<file path="src/design/cstob_pkg.sv">
package cstob_pkg;

  // ---------------------------------------------------------------
  // register map (word index, byte address = 4 * index)
  // ---------------------------------------------------------------
  localparam logic [7:0] REG_LINE_IMP_IDX = 8'h1F;
  localparam logic [7:0] REG_GAIN_TRIM_IDX = 8'h21;
  localparam logic [7:0] REG_OCP_LIMIT_IDX = 8'h22;
  localparam logic [7:0] REG_CTRL_IDX = 8'h30;
  localparam logic [7:0] REG_STATUS_IDX = 8'h31;
  localparam int ADDR_W = 10;

  // ---------------------------------------------------------------
  // field positions and reset values
  // ---------------------------------------------------------------
  localparam int TRIM_POL_BIT = 7;
  localparam int BLANK_LSB = 5;
  localparam int CTRL_AUX_BIT = 0;
  localparam logic [7:0] TRIM_RST = 8'h00;
  localparam logic [7:0] OCP_LIMIT_RST = 8'h00;
  localparam logic [7:0] CTRL_RST = 8'h00;
  localparam logic [31:0] UNMAPPED_DATA = 32'h00000000;

  // ---------------------------------------------------------------
  // timing: blanking delays in ns per code, clock period in ns
  // ---------------------------------------------------------------
  localparam int CLK_PERIOD_NS = 25;
  localparam int BLANK_NS_1 = 40;
  localparam int BLANK_NS_2 = 80;
  localparam int BLANK_NS_3 = 120;
  localparam int BLANK_NS_4 = 200;
  localparam int BLANK_NS_5 = 400;
  localparam int BLANK_NS_6 = 600;
  localparam int BLANK_NS_7 = 800;
  localparam int CNT_W = 6;

  // ---------------------------------------------------------------
  // carriers
  // ---------------------------------------------------------------
  typedef struct packed
  {
    logic [7:0] local_v;
    logic [7:0] remote_v;
    logic [7:0] current;
  } cstob_sense_t;

  typedef struct packed
  {
    logic negative;
    logic [6:0] magnitude;
  } cstob_trim_t;

  typedef enum logic [1:0]
  {
    BLK_IDLE = 2'b01,
    BLK_RUN = 2'b10
  } cstob_blk_state_t;

endpackage

</file>
<file path="src/design/cstob_divider.sv">
`timescale 1ns/1ps
// sequential restoring divider for the line impedance quotient
module cstob_divider
(
  // clock and control
  input wire logic i_clk,
  input wire logic i_rst_n,
  input wire logic i_ce,
  input wire logic i_start,
  // operands
  input wire logic [7:0] i_num,
  input wire logic [7:0] i_den,
  // result
  output logic [7:0] o_quot,
  output logic o_done
);

  logic [7:0] quot_r, quot_nxt; // quotient register, read out directly
  logic [7:0] work_r, work_nxt; // shifting dividend
  logic [8:0] rem_r, rem_nxt; // partial remainder
  logic [7:0] den_r, den_nxt; // latched divisor
  logic [3:0] cnt_r, cnt_nxt; // bits left, zero means idle
  logic done_r, done_nxt; // one-cycle done pulse

  // ---------------------------------------------------------------
  // next state: one quotient bit per enabled cycle
  // ---------------------------------------------------------------
  always_comb
  begin
    logic [8:0] trial;
    trial = 9'h000;
    quot_nxt = quot_r;
    work_nxt = work_r;
    rem_nxt = rem_r;
    den_nxt = den_r;
    cnt_nxt = cnt_r;
    done_nxt = 1'b0;
    if (cnt_r == 4'h0)
    begin
      // idle: accept a new operand pair
      if (i_start)
      begin
        work_nxt = i_num;
        den_nxt = i_den;
        rem_nxt = 9'h000;
        cnt_nxt = 4'h8;
      end
    end
    else
    begin
      trial = {rem_r[7:0], work_r[7]};
      work_nxt = {work_r[6:0], 1'b0};
      if (trial >= {1'b0, den_r})
      begin
        rem_nxt = trial - {1'b0, den_r};
        work_nxt[0] = 1'b1;
      end
      else
      begin
        rem_nxt = trial;
      end
      cnt_nxt = cnt_r - 4'h1;
      if (cnt_r == 4'h1)
      begin
        // zero divisor saturates rather than returning garbage
        quot_nxt = (den_r == 8'h00) ? 8'hFF : work_nxt;
        done_nxt = 1'b1;
      end
    end
  end

  // ---------------------------------------------------------------
  // registers
  // ---------------------------------------------------------------
  always_ff @(posedge i_clk)
  begin
    if (!i_rst_n)
    begin
      quot_r <= 8'h00;
      work_r <= 8'h00;
      rem_r <= 9'h000;
      den_r <= 8'h00;
      cnt_r <= 4'h0;
      done_r <= 1'b0;
    end
    else if (i_ce)
    begin
      quot_r <= quot_nxt;
      work_r <= work_nxt;
      rem_r <= rem_nxt;
      den_r <= den_nxt;
      cnt_r <= cnt_nxt;
      done_r <= done_nxt;
    end
  end

  assign o_quot = quot_r;
  assign o_done = done_r;

endmodule

</file>
<file path="src/design/cstob_top.sv">
`timescale 1ns/1ps
module cstob_top
(
  // clock, reset, enable
  input wire logic I_CORE_CLK,
  input wire logic I_RESET_N,
  input wire logic I_CE,
  // avalon-mm slave
  input wire logic [cstob_pkg::ADDR_W-1:0] I_AVS_ADDRESS,
  input wire logic I_AVS_READ,
  input wire logic I_AVS_WRITE,
  input wire logic [31:0] I_AVS_WRITEDATA,
  input wire logic [3:0] I_AVS_BYTEENABLE,
  output logic [31:0] O_AVS_READDATA,
  output logic O_AVS_WAITREQUEST,
  // sense results from the converter front end (same clock)
  input wire logic [7:0] I_LOCAL_VOLTAGE_SENSE,
  input wire logic [7:0] I_REMOTE_VOLTAGE_SENSE,
  input wire logic [7:0] I_SECONDARY_CURRENT_SENSE,
  // pwm outputs watched for cycle start (pins)
  input wire logic I_PWM_OUTPUT_SECOND,
  input wire logic I_PWM_OUTPUT_FOURTH,
  input wire logic I_PWM_OUTPUT_AUXILIARY,
  // to current sense front end and comparator
  output logic O_PRIMARY_GAIN_NEGATIVE,
  output logic [6:0] O_PRIMARY_GAIN_MAGNITUDE,
  output logic O_OCP_FAST_ENABLE,
  output logic [7:0] O_OCP_PRECISE_LIMIT
);

  // ---------------------------------------------------------------
  // helper functions
  // ---------------------------------------------------------------
  // cycles for a least time: round up, never below one
  function automatic logic [5:0] ns_to_cyc(input int ns);
    int c;
    c = (ns + cstob_pkg::CLK_PERIOD_NS - 1) / cstob_pkg::CLK_PERIOD_NS;
    if (c < 1)
      c = 1;
    return c[5:0];
  endfunction

  // register index from byte address; the low two bits are ignored
  function automatic logic [7:0] word_idx(input logic [cstob_pkg::ADDR_W-1:0] a);
    return a[9:2];
  endfunction

  // ---------------------------------------------------------------
  // pin synchronisers and edge detection
  // ---------------------------------------------------------------
  logic [2:0] pin_s1_r, pin_s2_r, pin_s3_r; // two-stage sync plus history
  always_ff @(posedge I_CORE_CLK)
  begin
    if (!I_RESET_N)
    begin
      pin_s1_r <= 3'h0;
      pin_s2_r <= 3'h0;
      pin_s3_r <= 3'h0;
    end
    else if (I_CE)
    begin
      pin_s1_r <= {I_PWM_OUTPUT_AUXILIARY, I_PWM_OUTPUT_FOURTH, I_PWM_OUTPUT_SECOND};
      pin_s2_r <= pin_s1_r;
      pin_s3_r <= pin_s2_r;
    end
  end

  logic [2:0] rise; // rising edges of the synchronised pwm lines
  assign rise = pin_s2_r & ~pin_s3_r;

  // ---------------------------------------------------------------
  // register file state
  // ---------------------------------------------------------------
  cstob_pkg::cstob_trim_t trim_r, trim_nxt; // gain trim register
  logic [7:0] ocp_r, ocp_nxt; // precise limit plus blanking code
  logic [7:0] ctrl_r, ctrl_nxt; // own control: aux pwm in use
  logic [7:0] imp_r, imp_nxt; // latest impedance result
  logic [31:0] rdata_r, rdata_nxt; // read data register
  logic wait_r, wait_nxt; // waitrequest, low for one cycle to answer
  logic div_start_r, div_start_nxt; // kicks a division

  logic [7:0] div_q; // divider quotient
  logic div_done; // divider finished
  logic [7:0] diff; // local minus remote, clamped at zero
  logic [1:0] blk_state_v; // state bits for status readback
  logic req; // bus request present

  assign req = I_AVS_READ | I_AVS_WRITE;
  assign diff = (I_LOCAL_VOLTAGE_SENSE > I_REMOTE_VOLTAGE_SENSE) ?
                (I_LOCAL_VOLTAGE_SENSE - I_REMOTE_VOLTAGE_SENSE) : 8'h00;

  // ---------------------------------------------------------------
  // impedance divider
  // ---------------------------------------------------------------
  cstob_divider u_div
  (
    .i_clk(I_CORE_CLK),
    .i_rst_n(I_RESET_N),
    .i_ce(I_CE),
    .i_start(div_start_r),
    .i_num(diff),
    .i_den(I_SECONDARY_CURRENT_SENSE),
    .o_quot(div_q),
    .o_done(div_done)
  );

  // ---------------------------------------------------------------
  // bus slave next state: every access answers after one wait cycle
  // ---------------------------------------------------------------
  always_comb
  begin
    trim_nxt = trim_r;
    ocp_nxt = ocp_r;
    ctrl_nxt = ctrl_r;
    imp_nxt = imp_r;
    rdata_nxt = rdata_r;
    wait_nxt = 1'b1;
    // keep a division running continuously
    div_start_nxt = div_done | (div_start_r == 1'b0 && imp_r == 8'h00 && !div_done);
    if (div_done)
      imp_nxt = div_q;
    // answer on the cycle after the request is seen
    if (req && wait_r)
    begin
      wait_nxt = 1'b0;
      rdata_nxt = cstob_pkg::UNMAPPED_DATA;
      unique case (word_idx(I_AVS_ADDRESS))
        cstob_pkg::REG_LINE_IMP_IDX:
          rdata_nxt = {24'h000000, imp_r};
        cstob_pkg::REG_GAIN_TRIM_IDX:
          rdata_nxt = {24'h000000, trim_r};
        cstob_pkg::REG_OCP_LIMIT_IDX:
          rdata_nxt = {24'h000000, ocp_r};
        cstob_pkg::REG_CTRL_IDX:
          rdata_nxt = {24'h000000, ctrl_r};
        cstob_pkg::REG_STATUS_IDX:
          rdata_nxt = {29'h0000000, O_OCP_FAST_ENABLE, blk_state_v};
        default:
          rdata_nxt = cstob_pkg::UNMAPPED_DATA;
      endcase
      if (I_AVS_WRITE)
        rdata_nxt = rdata_r;
    end
    // writes land only at the edge where the master sees waitrequest low
    if (I_AVS_WRITE && !wait_r && I_AVS_BYTEENABLE[0])
    begin
      if (word_idx(I_AVS_ADDRESS) == cstob_pkg::REG_GAIN_TRIM_IDX)
        trim_nxt = I_AVS_WRITEDATA[7:0];
      // blanking code lives in bits 7:5
      if (word_idx(I_AVS_ADDRESS) == cstob_pkg::REG_OCP_LIMIT_IDX)
        ocp_nxt = I_AVS_WRITEDATA[7:0];
      if (word_idx(I_AVS_ADDRESS) == cstob_pkg::REG_CTRL_IDX)
        ctrl_nxt = I_AVS_WRITEDATA[7:0];
    end
  end

  always_ff @(posedge I_CORE_CLK)
  begin
    if (!I_RESET_N)
    begin
      trim_r <= cstob_pkg::TRIM_RST;
      ocp_r <= cstob_pkg::OCP_LIMIT_RST;
      ctrl_r <= cstob_pkg::CTRL_RST;
      imp_r <= 8'h00;
      rdata_r <= 32'h00000000;
      wait_r <= 1'b1;
      div_start_r <= 1'b0;
    end
    else if (I_CE)
    begin
      trim_r <= trim_nxt;
      ocp_r <= ocp_nxt;
      ctrl_r <= ctrl_nxt;
      imp_r <= imp_nxt;
      rdata_r <= rdata_nxt;
      wait_r <= wait_nxt;
      div_start_r <= div_start_nxt;
    end
  end

  // ---------------------------------------------------------------
  // blanking timer
  // ---------------------------------------------------------------
  cstob_pkg::cstob_blk_state_t blk_r, blk_nxt; // timer state
  logic [cstob_pkg::CNT_W-1:0] cnt_r, cnt_nxt; // cycles remaining
  logic fast_en_r, fast_en_nxt; // comparator enable
  logic cyc_start; // switching cycle start event
  logic [cstob_pkg::CNT_W-1:0] blank_cyc; // selected interval length

  assign blk_state_v = blk_r;

  // second and fourth pwm rises mark cycle start
  // auxiliary rise replaces them when in use
  assign cyc_start = ctrl_r[cstob_pkg::CTRL_AUX_BIT] ? rise[2] : (rise[0] | rise[1]);

  // code to interval length, code zero means no blanking
  always_comb
  begin
    unique case (ocp_r[7:cstob_pkg::BLANK_LSB])
      3'h0: blank_cyc = 6'h00;
      3'h1: blank_cyc = ns_to_cyc(cstob_pkg::BLANK_NS_1);
      3'h2: blank_cyc = ns_to_cyc(cstob_pkg::BLANK_NS_2);
      3'h3: blank_cyc = ns_to_cyc(cstob_pkg::BLANK_NS_3);
      3'h4: blank_cyc = ns_to_cyc(cstob_pkg::BLANK_NS_4);
      3'h5: blank_cyc = ns_to_cyc(cstob_pkg::BLANK_NS_5);
      3'h6: blank_cyc = ns_to_cyc(cstob_pkg::BLANK_NS_6);
      3'h7: blank_cyc = ns_to_cyc(cstob_pkg::BLANK_NS_7);
    endcase
  end

  // restart on each cycle start, re-enable when elapsed
  always_comb
  begin
    blk_nxt = blk_r;
    cnt_nxt = cnt_r;
    fast_en_nxt = fast_en_r;
    unique case (blk_r)
      cstob_pkg::BLK_IDLE:
      begin
        fast_en_nxt = 1'b1;
        // a zero code never blanks
        if (cyc_start && blank_cyc != 6'h00)
        begin
          blk_nxt = cstob_pkg::BLK_RUN;
          cnt_nxt = blank_cyc;
          fast_en_nxt = 1'b0;
        end
      end
      cstob_pkg::BLK_RUN:
      begin
        fast_en_nxt = 1'b0;
        if (cyc_start)
          cnt_nxt = blank_cyc;
        else if (cnt_r <= 6'h01)
        begin
          blk_nxt = cstob_pkg::BLK_IDLE;
          cnt_nxt = 6'h00;
          fast_en_nxt = 1'b1;
        end
        else
          cnt_nxt = cnt_r - 6'h01;
        if (cyc_start && blank_cyc == 6'h00)
        begin
          blk_nxt = cstob_pkg::BLK_IDLE;
          fast_en_nxt = 1'b1;
        end
      end
      default:
      begin
        blk_nxt = cstob_pkg::BLK_IDLE;
        cnt_nxt = 6'h00;
        fast_en_nxt = 1'b1;
      end
    endcase
  end

  always_ff @(posedge I_CORE_CLK)
  begin
    if (!I_RESET_N)
    begin
      blk_r <= cstob_pkg::BLK_IDLE;
      cnt_r <= 6'h00;
      fast_en_r <= 1'b1;
    end
    else if (I_CE)
    begin
      blk_r <= blk_nxt;
      cnt_r <= cnt_nxt;
      fast_en_r <= fast_en_nxt;
    end
  end

  // ---------------------------------------------------------------
  // outputs, all from flip-flops
  // ---------------------------------------------------------------
  assign O_AVS_READDATA = rdata_r;
  assign O_AVS_WAITREQUEST = wait_r;
  // polarity to the sense front end
  assign O_PRIMARY_GAIN_NEGATIVE = trim_r.negative;
  // trim magnitude to the sense front end
  assign O_PRIMARY_GAIN_MAGNITUDE = trim_r.magnitude;
  assign O_OCP_FAST_ENABLE = fast_en_r;
  assign O_OCP_PRECISE_LIMIT = ocp_r;

endmodule

</file>
<file path="config.mk">
export PLATFORM = sky130hd
export DESIGN_NAME = cstob_top
export DESIGN_NICKNAME = d
export VERILOG_FILES = /design/src/design/cstob_pkg.sv /design/src/design/cstob_divider.sv /design/src/design/cstob_top.sv
export SDC_FILE = /design/constraint.sdc
export NUM_CORES = 1
export LEC_CHECK = 0
export BUFFER_PORTS_ARGS = -buffer_cell sky130_fd_sc_hd__buf_2
export CAP_MARGIN = 20
export CORE_ASPECT_RATIO = 0.6
export CORE_UTILIZATION = 40
export CTS_CLUSTER_SIZE = 20
export DETAILED_ROUTE_END_ITERATION = 8
export PLACE_DENSITY = 0.71
export RECOVER_POWER = 50
export SLEW_MARGIN = 5
export SYNTH_ARGS = -nofsm -noshare
export SYNTH_HDL_FRONTEND = slang
export SYNTH_SLANG_ARGS = --single-unit
export TNS_END_PERCENT = 10
</file>
<file path="constraint.sdc">
create_clock -name I_CORE_CLK -period 2.1 [get_ports I_CORE_CLK]
set_input_delay 0.21 -clock I_CORE_CLK [delete_from_list [all_inputs] [get_ports I_CORE_CLK]]
set_output_delay 0.21 -clock I_CORE_CLK [all_outputs]
set_load 0.05 [all_outputs]
</file>
==> results.cfg, run 1 <==
[run_status]
status = finished, final reports clean

[layout]
final_area_um2 = 6285
multi_input_area_um2 = 2980
final_common_cell = dfxtp_1
diodes = 0
final_cell_mix = dfxtp_1, nor2_1, buf_2
syn_to_final_growth_pct = 17.80
nFillCells = 1227
ff_latch_area_um2 = 2062
drive_gt1_frac = 0.1697
nNetsFinal = 802

[pwr]
total_power_mw = 4.674
vdd.ir_drop.worst_mv = 0.4140
clkPwrFrac = 0.373
power_frac_comb = 0.187
internal_power_mw = 3.216
pwr-share-seq = 0.441
p_per_area_nw_per_um2 = 743.7
power_switching_share = 0.3119
switchingPower_mw = 1.458
power_leakage_nw = 2.728

[yosys]
synth_cell_type_count = 67
synth_top_area_share = 0.3865
syn-cell-area_um2 = 5335
synth_largest_area_cell = dfxtp_1
ys_seq_elements = 103
avgSynthCellArea_um2 = 8.760
yosys-top-cells-area = dfxtp_1, mux2i_1, nor2_1
synth_edf_count = 0
yosys_warnings = 0
synth_ff_type = dfxtp_1
ys_seq_area_frac = 0.3865
synthArstFlopShare = 0
synth_cells = 609

[clock_tree]
cts.sinks = 103
clockRootBuffer = clkbuf_16
h-tree-depth = 3
clkTransAtPathRegs_ns = 0.08
clk_path_buf_depth = 2
numCtsBuffers = 9
postCtsHoldBufs = 0
cts_tree = yes
insertion_delay_ns = 0.36

[route]
firstDrtPassIters = 5
drc_errors = 0
first_iter_violations = 480
antenna_left = 0
dr_wl_met2_mm = 6.148
top_layer = met4
wl_met3_um = 808
wl_per_cell_um = 16.06
via_per_inst = 5.469
met1_length_mm = 7.027
wl_mm = 14.09
vias = 4796

[setup_path]
rr_endpoint = cnt_r[3]
max_stage_delay_ns = 0.52
path_delay_family = simple AND/OR/NAND/NOR gates
timing.rr.start = blank_cyc[1]
critical_path.startpoint_type = flop
worstPathCellList = or4_1 > nor3_1 > o31ai_2 > nand3_2 > nor2_1 > a221o_1
r2r_slack_ns = 0.09
ff2ff_path_depth = 6
cp_slowest_cell = or4_1
crit_type = reg -> reg
critPathBufInv = 0
worstPathArrival_ns = 2.25
path_max_fanout = 7
cp-end-kind = flop
cp.required_ns = 2.34

[sta]
timing.slew.headroom = 0.4148
rsz0062_at_grt = false
setup_viol_count_final = 0
hold_violations = 0
max_slew.worst_pin.slew_ns = 0.8778
finalClockSkew_ns = 0.01317
max_freq_mhz = 497.4
min_period_over_period = 0.9573
totalNegativeSetupSlack_ns = 0
period_needed_ns = 2.010
final-max-slew-violation-count = 0

[global_route]
grt_start_max_net_pins = 47
grt_use_total = 0.2124
antenna_found_initial = 0
grt_pass1_vias = 4452
grt-ovfl-total = 0
grt_pass1_wl_mm = 22.83

[floorplan]
dieArea_um2 = 13820
ios = 128
die_x_um = 151.1
fp.dieH_um = 91.46
std_cell_rows = 32
core_area_um2 = 12930
start_util = 0.4125

[hold_path]
hold_path_end = pin_s1_r[1]
worstHoldPathCells = 3
hp-start = I_PWM_OUTPUT_FOURTH
hold_path_class = in -> reg

[place]
place_congestion = 0.9820
placed_area_um2 = 5972
dp_hpwl_mm = 10.72
io_buffers = 74

[job]
max-cap-violations = 0
## layer usage
layer	track usage	vias to the layer above
li1	-	2331
met1	0.3121	2314
met2	0.3115	136
met3	0.04925	15
met4	0.04417	0
met5	0	-
## stage by stage
step | util | hold WS [ns] | setup WS [ns] | cells
floorplan | - | 0.3483 | 0.01588 | 632
global placement | 0.4618 | 0.4413 | -0.07901 | 859
detailed placement | 0.4618 | 0.4552 | -0.1690 | 859
CTS | 0.4863 | 0.08391 | 0.008660 | 875
global route | 0.4860 | 0.09829 | 0.03740 | 877
finish | 0.4860 | 0.08105 | 0.08961 | 877
## power by group through the flow
stage | sequential, mW | clock (mW) | combinational, mW
after floorplan | 2.11 | 0 | 0.601
after global placement | 2.10 | 0 | 0.827
after detailed placement | 2.10 | 0 | 0.856
after CTS | 2.06 | 1.76 | 0.860
after global routing | 2.07 | 1.83 | 0.953
final | 2.06 | 1.74 | 0.872
## worst reg2reg max path: cells and delay by family, from the launching register on
kind               cells  cell delay (ns)
and+or+nand+nor        4             1.12
AOI/OAI and AO/OA      2             0.46
DFF                    1             0.32
## cell usage after synthesis, types with 3 or more instances
master / number
a211oi_1: 5
a21oi_1: 37
a221oi_1: 5
a22o_1: 7
a22oi_1: 13
a31oi_1: 3
a32oi_1: 4
buf_1: 3
buf_2: 3
buf_4: 24
clkbuf_1: 18
dfxtp_1: 103
ha_1: 20
inv_1: 30
mux2_2: 4
mux2i_1: 44
nand2_1: 35
nand2b_1: 4
nand3_1: 17
nand3b_1: 5
nand4_1: 4
nor2_1: 84
nor2b_1: 8
nor3_1: 11
nor3b_1: 3
nor4_1: 5
o2111ai_1: 3
o211ai_1: 3
o21a_1: 6
o21ai_0: 28
o221a_2: 7
o22ai_1: 5
o31ai_1: 3
xnor2_1: 6
xor2_1: 6
## final cells by class
type | instances | area share
Multi-Input combinational cell | 449 | 0.4742
Sequential cell | 103 | 0.3281
Timing Repair Buffer | 108 | 0.09496
Clock buffer | 9 | 0.03584
Tap cell | 170 | 0.03384
Inverter | 31 | 0.01851
Clock inverter | 7 | 0.01453
## worst max-delay path by stage
stage | end | start | slack, ns | cells past startpoint
after global routing | cnt_r[3] | blank_cyc[1] | 0.04 | 6
after detailed placement | u_div.work_r[3] | I_LOCAL_VOLTAGE_SENSE[0] | -0.17 | 12
after floorplan | u_div.work_r[1] | I_LOCAL_VOLTAGE_SENSE[0] | 0.02 | 10
final | cnt_r[3] | blank_cyc[1] | 0.09 | 6
after global placement | u_div.work_r[5] | I_LOCAL_VOLTAGE_SENSE[0] | -0.08 | 12
after CTS | cnt_r[3] | blank_cyc[1] | 0.009 | 6
## flip-flops by register name, indices dropped and copies added, names as in the netlist, 8 cells and up
| name | cells |
|---|---|
| O_AVS_READDATA | 8 |
| O_OCP_PRECISE_LIMIT | 8 |
| ctrl_r | 8 |
| imp_r | 8 |
| u_div.den_r | 8 |
| u_div.o_quot | 8 |
| u_div.rem_r | 8 |
| u_div.work_r | 8 |
## logic make-up (layout without fill, tap and decap cells)
group | count (synthesis) | in the layout | synth area share
mux | 49 | 49 | 0.09521
buf+inv | 80 | 155 | 0.07528
fa+ha+maj | 22 | 22 | 0.05441
simple gates | 193 | 193 | 0.1745
compound gates | 149 | 149 | 0.1937
flops | 103 | 103 | 0.3865
xor+xnor | 12 | 12 | 0.01970
other cells | 1 | 24 | 0.0007029
## what timing repair did
action,in CTS,in global routing
setup buffers,0,2
resized for setup,0,8
setup endpoints to repair,0,12
(Power assumes the default switching activity.)
==> run 2, diff against run 1 <==
- CORE_ASPECT_RATIO: 0.6 -> 1.4
==> results.cfg, run 2 (synthesis results as in run 1) <==
[route]
wl_per_cell_um = 14.46
via_per_inst = 5.275
antenna_left = 0
wl_mm = 12.71
drc_errors = 0
firstDrtPassIters = 5
vias = 4637
first_iter_violations = 213

[layout]
ff_latch_area_um2 = 2063
nNetsFinal = 795
multi_input_area_um2 = 2970
final_cell_mix = dfxtp_1, nor2_1, buf_2
fin_cells = 879
syn_to_final_growth_pct = 16.74
final_common_cell = dfxtp_1
drive_gt1_frac = 0.1614
fin_util = 0.4815
nFillCells = 1260
final_area_um2 = 6228

[setup_path]
cp-end-kind = flop
critical_path.startpoint_type = flop
ff2ff_path_depth = 5
timing.rr.start = blank_cyc[1]
r2r_slack_ns = 0.08
worstPathArrival_ns = 2.31
cp.required_ns = 2.39
crit_type = reg -> reg
path_max_fanout = 5
rr_endpoint = cnt_r[3]
startpoint = blank_cyc[1]

[sta]
max_slew.worst_pin.slew_ns = 0.7947
hold_violations = 0
totalNegativeSetupSlack_ns = 0
period_needed_ns = 2.023
timing.slew.headroom = 0.4657
max_freq_mhz = 494.4
setup_viol_count_final = 0
rsz0062_at_grt = true
final-max-slew-violation-count = 0
min_period_over_period = 0.9633
finalClockSkew_ns = 0.006382

[global_route]
grt_use_total = 0.1890
antenna_found_initial = 0
grt_pass1_wl_mm = 21.25
grt_start_max_net_pins = 32
grt-ovfl-total = 0
grt_pass1_vias = 4601

[place]
place_congestion = 0.8819
placed_area_um2 = 5917
io_buffers = 74
dpl.cell_count = 860
dp_hpwl_mm = 9.810

[floorplan]
std_cell_rows = 49
die_x_um = 99.61
start_util = 0.4124
dieArea_um2 = 13810
fp.dieH_um = 138.7
ios = 128
core_area_um2 = 12940

[clock_tree]
insertion_delay_ns = 0.34
clockRootBuffer = clkbuf_16
clk_path_buf_depth = 2
numCtsBuffers = 9
cts_tree = yes
cts.sinks = 103
clkTransAtPathRegs_ns = 0.07
h-tree-depth = 3

[hold_path]
hp-start = I_SECONDARY_CURRENT_SENSE[0]
hold_path_class = in -> reg
hold_path_end = u_div.den_r[0]
worstHoldPathCells = 3

[pwr]
power_leakage_nw = 2.671
vdd.ir_drop.worst_mv = 0.3415
p_per_area_nw_per_um2 = 746.2
total_power_mw = 4.647

[job]
max-cap-violations = 0

[run_status]
status = finished, final reports clean
==> run 2: cell count changes in the layout (fill, tap and decap cells not counted), sizes merged <==
| cell | change |
|---|---|
| clkinv | -2 |
| clkinvlp | +3 |
| inv | -3 |
| bufinv | +2 |
| diode | +1 |
| clkbuf | -1 |
| buf | -6 |
==> run 2: cell type report <==
type | instances | share of cell area
inverter | 31 | 0.01868
timing repair buffer | 101 | 0.08538
clock buffer | 9 | 0.03616
antenna | 1 | 0.0004018
sequential | 103 | 0.3313
clock inverter | 7 | 0.01547
multi-input combinational | 449 | 0.4769
tap | 178 | 0.03576
==> run 2: routing by layer <==
layer / share of wire / track usage
met1: 0.41 / 0.2168
met2: 0.52 / 0.3410
met3: 0.047 / 0.03528
met4: 0.024 / 0.07508
met5: 0 / 0
==> run 2: where the power goes <==
part	internal (mW)	switching (mW)	total, mW
clock network	1.05	0.743	1.79
registers	2.01	0.0485	2.06
logic	0.297	0.503	0.799
total	3.35	1.29	4.65
==> run 2: timing repair <==
| item | 4_1_cts | 5_1_grt |
|---|---|---|
| buffers inserted | 0 | 2 |
| gates resized for setup | 1 | 4 |
| endpoints found under the setup margin | 4 | 14 |
| hold buffers | 0 | 0 |
| pin swaps | 0 | 1 |
==> run 2: worst max-delay path, cell delays in order (launching register included) <==
cell,delay [ns]
dfxtp_1,0.32
or4_1,0.53
nor3_1,0.26
o31ai_1,0.19
a21oi_1,0.44
a221o_1,0.22
==> run 2: per-stage QoR <==
step / hold slack [ns] / worst slack, ns
floorplan: 0.3483 / 0.01588
global placement: 0.4424 / -0.07410
detailed placement: 0.4485 / -0.1361
CTS: 0.08774 / 0.02749
global route: 0.1220 / -0.03154
finish: 0.09537 / 0.07715
==> run 2: worst max-delay path by stage <==
| stage | slack [ns] | to |
|---|---|---|
| detailed placement | -0.14 | u_div.work_r[1] |
| CTS | 0.03 | cnt_r[3] |
| global placement | -0.07 | u_div.work_r[1] |
| finish | 0.08 | cnt_r[3] |
| floorplan | 0.02 | u_div.work_r[1] |
| global route | -0.03 | cnt_r[0] |
